<file path="src/design/lbc_defines.svh">
`ifndef LBC_DEFINES_SVH
`define LBC_DEFINES_SVH
`define LBC_OP_AND 6'h09
`define LBC_OP_BIT_CLEAR 6'h0F
`define LBC_SIGN_BIT 31
`define LBC_FLAGS_RESET 3'h0
`endif

</file>
<file path="src/design/lbc_pkg.sv">
package lbc_pkg;
  typedef enum logic [1:0] {
    LBC_IDLE = 2'b00,
    LBC_EXEC = 2'b01,
    LBC_WRITE = 2'b10
  } lbc_phase_e;

  typedef struct packed {
    logic z;
    logic n;
    logic c;
  } lbc_flags_s;

  // Instruction issue from the decoder
  typedef struct packed {
    logic [5:0] opcode;
    logic [4:0] src_field;
    logic [4:0] dst_field;
  } lbc_instr_s;

  // Register file read request
  typedef struct packed {
    logic src_en;
    logic dst_en;
    logic [4:0] src_addr;
    logic [4:0] dst_addr;
  } lbc_rd_s;

  // Register file write back
  typedef struct packed {
    logic en;
    logic [4:0] addr;
    logic [31:0] data;
  } lbc_wr_s;

  typedef struct packed {
    lbc_phase_e phase;
    logic is_and;
    logic [4:0] src_field;
    logic [4:0] dst_field;
    logic [31:0] src_val;
    logic [31:0] dst_val;
    lbc_wr_s wr;
    lbc_flags_s flags;
  } lbc_state_s;
endpackage

</file>
<file path="src/design/lbc_alu.sv">
`timescale 1ns/1ps
`default_nettype none
`include "lbc_defines.svh"
module lbc_alu #(
  parameter int DATA_W = 32,
  parameter int IDX_W = 5
) (
  input wire logic clk,
  input wire logic rst,
  input wire logic issue_valid,
  input wire lbc_pkg::lbc_instr_s issue,
  output logic issue_ready,
  output lbc_pkg::lbc_rd_s rd_req,
  input wire logic [31:0] rd_src_data,
  input wire logic [31:0] rd_dst_data,
  output lbc_pkg::lbc_wr_s wr,
  output lbc_pkg::lbc_flags_s flags,
  output logic busy
);
  import lbc_pkg::*;

  // ==========================================================
  // Local constants
  // ==========================================================
  localparam logic [5:0] OP_AND = `LBC_OP_AND;
  localparam logic [5:0] OP_BIT_CLEAR = `LBC_OP_BIT_CLEAR;
  localparam int SIGN_BIT = `LBC_SIGN_BIT;

  // ==========================================================
  // Elaboration checks
  // ==========================================================
  // Port structs fix the widths; only the documented sizes are served
  if (DATA_W != 32) begin : g_bad_data_w
    $error("lbc_alu: DATA_W must be 32");
  end

  if ((1 << IDX_W) != DATA_W) begin : g_bad_idx_w
    $error("lbc_alu: IDX_W must address every bit of DATA_W");
  end

  if (SIGN_BIT != DATA_W - 1) begin : g_bad_sign
    $error("lbc_alu: sign bit must be the top bit");
  end

  if (OP_AND == OP_BIT_CLEAR) begin : g_bad_ops
    $error("lbc_alu: opcodes must differ");
  end

  // ==========================================================
  // Declarations
  // ==========================================================
  lbc_state_s st;
  lbc_state_s next_st;

  logic op_is_and;
  logic op_is_clear;
  logic op_known;
  logic in_idle;
  logic accept;

  logic [DATA_W-1:0] and_result;
  logic [DATA_W-1:0] clr_mask;
  logic [DATA_W-1:0] clr_result;
  logic [DATA_W-1:0] result;

  logic res_zero;
  logic res_neg;
  logic and_carry;

  lbc_wr_s wb_word;
  lbc_flags_s flag_word;

  // ==========================================================
  // Opcode decode
  // ==========================================================
  // Any other opcode belongs to another unit and is ignored here
  assign op_is_and = (issue.opcode == OP_AND);
  assign op_is_clear = (issue.opcode == OP_BIT_CLEAR);
  assign op_known = op_is_and || op_is_clear;

  // ==========================================================
  // Issue handshake
  // ==========================================================
  // One instruction at a time: the next waits until the write cycle ends
  assign in_idle = (st.phase == LBC_IDLE);
  assign issue_ready = in_idle;
  assign accept = issue_valid && in_idle && op_known;

  // ==========================================================
  // Register file read request
  // ==========================================================
  // Read data must be valid in this same cycle; there is no read stage
  always_comb begin
    rd_req.src_en = 1'b0;
    rd_req.dst_en = 1'b0;
    rd_req.src_addr = 5'h00;
    rd_req.dst_addr = 5'h00;
    if (accept) begin
      rd_req.dst_en = 1'b1;
      rd_req.dst_addr = issue.dst_field;
      rd_req.src_en = op_is_and;
      rd_req.src_addr = issue.src_field;
    end
  end

  // ==========================================================
  // Per-bit datapath
  // ==========================================================
  // The immediate in the source field selects one bit, index 0..31
  for (genvar i = 0; i < DATA_W; i++) begin : g_bit
    assign clr_mask[i] = (st.src_field == IDX_W'(i));
    assign and_result[i] = st.src_val[i] & st.dst_val[i];
    assign clr_result[i] = st.dst_val[i] & ~clr_mask[i];
  end

  // ==========================================================
  // Result select
  // ==========================================================
  always_comb begin
    if (st.is_and) begin
      result = and_result;
    end else begin
      result = clr_result;
    end
  end

  // ==========================================================
  // Flag terms
  // ==========================================================
  assign res_zero = (result == '0);
  assign res_neg = result[SIGN_BIT];
  // Carry looks at the operands as read, not at the result
  assign and_carry = st.dst_val[SIGN_BIT] & st.src_val[SIGN_BIT];

  // ==========================================================
  // Write-back and flag words
  // ==========================================================
  always_comb begin
    wb_word.en = 1'b1;
    wb_word.addr = st.dst_field;
    wb_word.data = result;
    flag_word.z = res_zero;
    flag_word.n = res_neg;
    if (st.is_and) begin
      flag_word.c = and_carry;
    end else begin
      // Bit clear leaves the carry flag at its old value
      flag_word.c = st.flags.c;
    end
  end

  // ==========================================================
  // Sequencer
  // ==========================================================
  // Cycle 1 read, cycle 2 execute, cycle 3 write; no overlap, so no bypass
  always_comb begin
    next_st = st;
    next_st.wr.en = 1'b0;
    case (st.phase)
      LBC_IDLE: begin
        if (accept) begin
          next_st.phase = LBC_EXEC;
          next_st.is_and = op_is_and;
          next_st.src_field = issue.src_field;
          next_st.dst_field = issue.dst_field;
          next_st.src_val = rd_src_data;
          next_st.dst_val = rd_dst_data;
        end else begin
          next_st.phase = LBC_IDLE;
        end
      end

      LBC_EXEC: begin
        next_st.phase = LBC_WRITE;
        next_st.wr = wb_word;
        next_st.flags = flag_word;
      end

      LBC_WRITE: begin
        next_st.phase = LBC_IDLE;
      end

      default: begin
        next_st.phase = LBC_IDLE;
      end
    endcase
  end

  // ==========================================================
  // State register
  // ==========================================================
  // Reset drops an instruction before its write cycle, so it never writes back
  always_ff @(posedge clk) begin
    if (rst) begin
      st.phase <= LBC_IDLE;
      st.is_and <= 1'b0;
      st.src_field <= 5'h00;
      st.dst_field <= 5'h00;
      st.src_val <= 32'h00000000;
      st.dst_val <= 32'h00000000;
      st.wr.en <= 1'b0;
      st.wr.addr <= 5'h00;
      st.wr.data <= 32'h00000000;
      st.flags <= `LBC_FLAGS_RESET;
    end else begin
      st <= next_st;
    end
  end

  // ==========================================================
  // Outputs
  // ==========================================================
  // Data outputs come straight from the state flip-flops
  assign wr = st.wr;
  assign flags = st.flags;
  assign busy = !in_idle;
endmodule
`default_nettype wire

</file>
<file path="config.mk">
export PLATFORM = sky130hd
export DESIGN_NAME = lbc_alu
export DESIGN_NICKNAME = d
export VERILOG_FILES = /design/src/design/lbc_pkg.sv /design/src/design/lbc_alu.sv
export VERILOG_INCLUDE_DIRS = /design/src /design/src/design
export SDC_FILE = /design/constraint.sdc
export NUM_CORES = 1
export LEC_CHECK = 0
export ABC_AREA = 1
export BUFFER_PORTS_ARGS = -buffer_cell sky130_fd_sc_hd__buf_2
export CORE_MARGIN = 2
export CORE_UTILIZATION = 52
export DETAILED_ROUTE_END_ITERATION = 10
export PLACE_DENSITY = 0.82
export SLEW_MARGIN = 40
export SYNTH_ARGS = -nofsm -noshare
export SYNTH_HDL_FRONTEND = slang
export SYNTH_SLANG_ARGS = --single-unit
</file>
<file path="constraint.sdc">
create_clock -name clk -period 1.7 [get_ports clk]
set_input_delay 0.17 -clock clk [delete_from_list [all_inputs] [get_ports clk]]
set_output_delay 0.17 -clock clk [all_outputs]
set_load 0.05 [all_outputs]
</file>
==> implementation parameters <==
Parameter                              Value

Timing
  Worst-case hold slack    0.0141 ns
  Number of slew-limit violations in the final report    0
  Hold violation count in the final report    0
  Endpoints failing setup    12
  Fmax    479 MHz
  Final period util    123%
  Relative slew margins    51.1%
  RSZ-0062 raised after global routing    true
  Tightest Pin Transition    0.733 ns
  Crit path time final    2.09 ns
  Clock skew after layout    0.00808 ns
  Final worst slack    -0.387 ns
  Setup TNS    -3.91 ns

Clocking
  Clock tree from TritonCTS    done
  Post-CTS clock slew at the launch and capture registers of the worst setup and hold paths    0.06 ns
  Clock root buffer    clkbuf_8
  H-tree depth    4
  Number of buffers created by CTS    17
  Count of clock tree sinks    116
  Buffer depth of the longest clock path    2
  Source-to-sink clock delay at the later pin of the worst-skew pair    0.52 ns

Floorplanning
  Total number of placement rows    35
  Starting Density    54.2%
  Height of the chip    103 µm
  I/O pin cnt    138
  Area enclosed by the die boundary    10500 µm²
  Area of the core region    9330 µm²
  Floorplan die width    103 µm

Synth
  Complex-gate fraction of the synthesized area    18.6%
  Count of distinct cell types in the synthesized netlist    19
  Average size of a mapped cell    7.11 µm²
  Synth Instances    711
  Parity-gate share of the synthesized area counting xor and xnor cells    0.173%
  Simple logic cell fraction of the synthesized area    21.7%
  Mux contribution to synthesized area    0%
  Post-Syn Nets    794
  Share of the yosys chip area belonging to registers    45.9%
  Syn Std Cell Area    5060 µm²
  Synth Area in Adders    0%
  Synthesis Warnings    0
  Dominant combinational cell family by area after synthesis    simple AND/OR/NAND/NOR gates
  Total of flip-flops plus latches after synthesis    116

Worst setup path
  Worst reg-to-reg path cell count    9
  Worst path cell trace    nor2_4, nand2_2, nor4_4, nand2_4, inv_4, buf_4, buf_4
  Req. time, crit path    1.53 ns
  Kind of start point of the critical path    flip-flop
  Flop2flop setup slack    0.03 ns
  Worst setup path start    st[117]
  Launching point of the worst reg2reg path    st[117]
  Most used cell, CP    buf_4
  Worst setup path class    reg2out
  Arrival time at the worst endpoint    1.92 ns
  Worst path max stage delay    0.34 ns
  Crit Path Max Fanout    6
  FF-to-FF End    st[97]
  Destination of the critical timing path    rd_req[10]
  Critical path capture point type    output pin
  Standard cell with the maximum stage delay on the critical path    dfxtp_2

Place
  DP Cell Count    927
  Post-Place Cell Area    5720 µm²
  Post-place setup slack    -0.167 ns
  Input/output buffers    137
  HPWL after detailed placement    9.85 mm
  Final RePlAce weighted congestion    0.865

Pwr
  Switching power total    1.61 mW
  Internal power    4.96 mW
  Clock power share    50.9%
  Reg power frac    41.8%
  Total power divided by cell area    887 nW/µm²
  Combinational cell fraction of total power    7.3%
  Leakage    3.18 nW
  Peak ir drop on the vdd network    635 µV
  Net Sw Frac    24.5%

Cells and area
  Count of filler cells inserted in the layout    620
  ANT cells    0
  Area overhead of the layout relative to synthesis    46.6%
  Design area    7410 µm²
  Post-layout net count    983
  Fraction of layout cells with a size suffix above 1    32.1%
  Post-layout instance count excluding filler cells    1042

Detailed routing
  WL per Instance    16.4 µm
  Starting DRT DRC Count    376
  Number of detailed-route iterations in the first pass    5
  Vias after detailed routing    5588
  DRC errors left    0
  DRT antenna net count    0
  Average vias per placed instance    5.36
  Overall routed net length    17.0 mm

Run
  Count of maximum capacitance violations    0

GRT
  Global-route wire length before repair    25.3 mm
  Antenna violations before repair    0
  Remaining global-route overflow    0
  Via count of the first global-routing pass    5420
  Global-route usage over all layers    31.7%
  Pin count of the biggest net entering global routing    86

Min path
  Worst hold path type    in2reg

Outcome
  Run status    complete, but fails checks
  Failing checks    setup timing
==> layer usage <==
layer | vias up | GRT usage, % | routed length (µm)
met5 | - | 0 | 0
met4 | 0 | 16.6 | 716
met3 | 74 | 5.63 | 1170
met2 | 300 | 57.6 | 8780
met1 | 2590 | 35.2 | 6370
li1 | 2624 | - | -
==> per-stage QoR <==
stage | utilization [%] | total power [mW]
floorplan | - | 2.97
global placement | 61.3 | 3.11
detailed placement | 61.3 | 3.11
CTS | 77.6 | 6.52
global route | 79.5 | 6.73
finish | 79.5 | 6.58
==> cell usage after synthesis <==
| cell | count | area share, % |
|---|---|---|
| nand2_1 | 243 | 18 |
| a21oi_1 | 127 | 13 |
| dfxtp_1 | 116 | 46 |
| o21ai_0 | 47 | 4.7 |
| buf_4 | 43 | 6.4 |
| nor2_1 | 33 | 2.4 |
| inv_1 | 31 | 2.3 |
| clkbuf_1 | 26 | 1.9 |
| o21ai_1 | 14 | 1.4 |
| buf_2 | 8 | 0.79 |
| buf_6 | 8 | 1.8 |
| inv_2 | 5 | 0.37 |
| nand3_1 | 4 | 0.40 |
| nand4_1 | 1 | 0.12 |
| nor2_2 | 1 | 0.12 |
| nor2_4 | 1 | 0.22 |
| nor4_2 | 1 | 0.25 |
| or2_1 | 1 | 0.12 |
| xnor2_1 | 1 | 0.17 |
==> flip-flops by register name, summed over array words and instances (netlist names) <==
register,cells
st,77
flags,2
wr,37
==> worst max-delay path: cells and delay by family (launching register included) <==
family / cells / cell delay [ns]
AND/OR/NAND/NOR: 4 / 0.54
flip-flops: 1 / 0.34
buffers and inverters: 3 / 0.52
==> placed cells by master, fill, tap and decap left out, types with 3 or more instances in the layout <==
cell type,n
a21oi_1,124
a21oi_2,3
buf_12,3
buf_2,124
buf_4,44
buf_8,7
clkbuf_16,17
clkinv_4,3
clkinvlp_4,15
dfxtp_1,109
dfxtp_4,5
dlygate4sd3_1,71
inv_1,19
inv_2,5
inv_6,3
nand2_1,213
nand2_2,26
nand2_4,4
nand3_1,3
nor2_1,23
nor2_2,7
nor2_4,5
o21ai_0,38
o21ai_1,18
o21ai_2,4
==> worst min-delay path by stage <==
stage	slack [ns]	depth (start not counted)	end	startpoint
2_1_floorplan	0.31	2	st[100]	rd_src_data[27]
3_3_place_gp	0.42	3	st[102]	rd_src_data[29]
3_5_place_dp	0.43	3	st[46]	rd_dst_data[5]
4_1_cts	0.007	4	st[110]	issue[5]
5_1_grt	0.03	4	st[110]	issue[5]
6_report	0.01	4	st[110]	issue[5]
==> cell type report <==
cell class / instances / area [µm²] / share of cell area, %
inverter: 36 / 183 / 2.46
multi-input combinational: 474 / 2250 / 30.4
clock inverter: 14 / 130 / 1.76
sequential: 116 / 2340 / 31.6
timing repair buffer: 254 / 1910 / 25.8
clock buffer: 18 / 428 / 5.77
timing repair inverter: 1 / 6.26 / 0.0844
tap: 129 / 161 / 2.18
==> timing repair <==
action,in CTS,in global routing
buffers inserted,10,2
gates resized for setup,60,53
hold buffers,71,0
endpoints found under the hold margin,71,0
gates cloned,1,1
setup endpoints to repair,56,51
pin swaps,4,6
==> cells by family (layout without fill, tap and decap cells) <==
logic type / after synthesis / after routing
buffers and inverters: 121 / 323
AO/OA/AOI/OAI: 188 / 188
XOR/XNOR: 1 / 1
flip-flops: 116 / 116
AND/OR/NAND/NOR: 285 / 285
==> power groups by stage <==
stage          clock (mW)  combinational (mW)  sequential [mW]
4_1_cts              3.32               0.443             2.76
2_1_floorplan           0               0.163             2.81
5_1_grt              3.47               0.509             2.75
3_3_place_gp            0               0.293             2.81
3_5_place_dp            0               0.298             2.81
6_report             3.35               0.477             2.75
(Power assumes the default switching activity.)
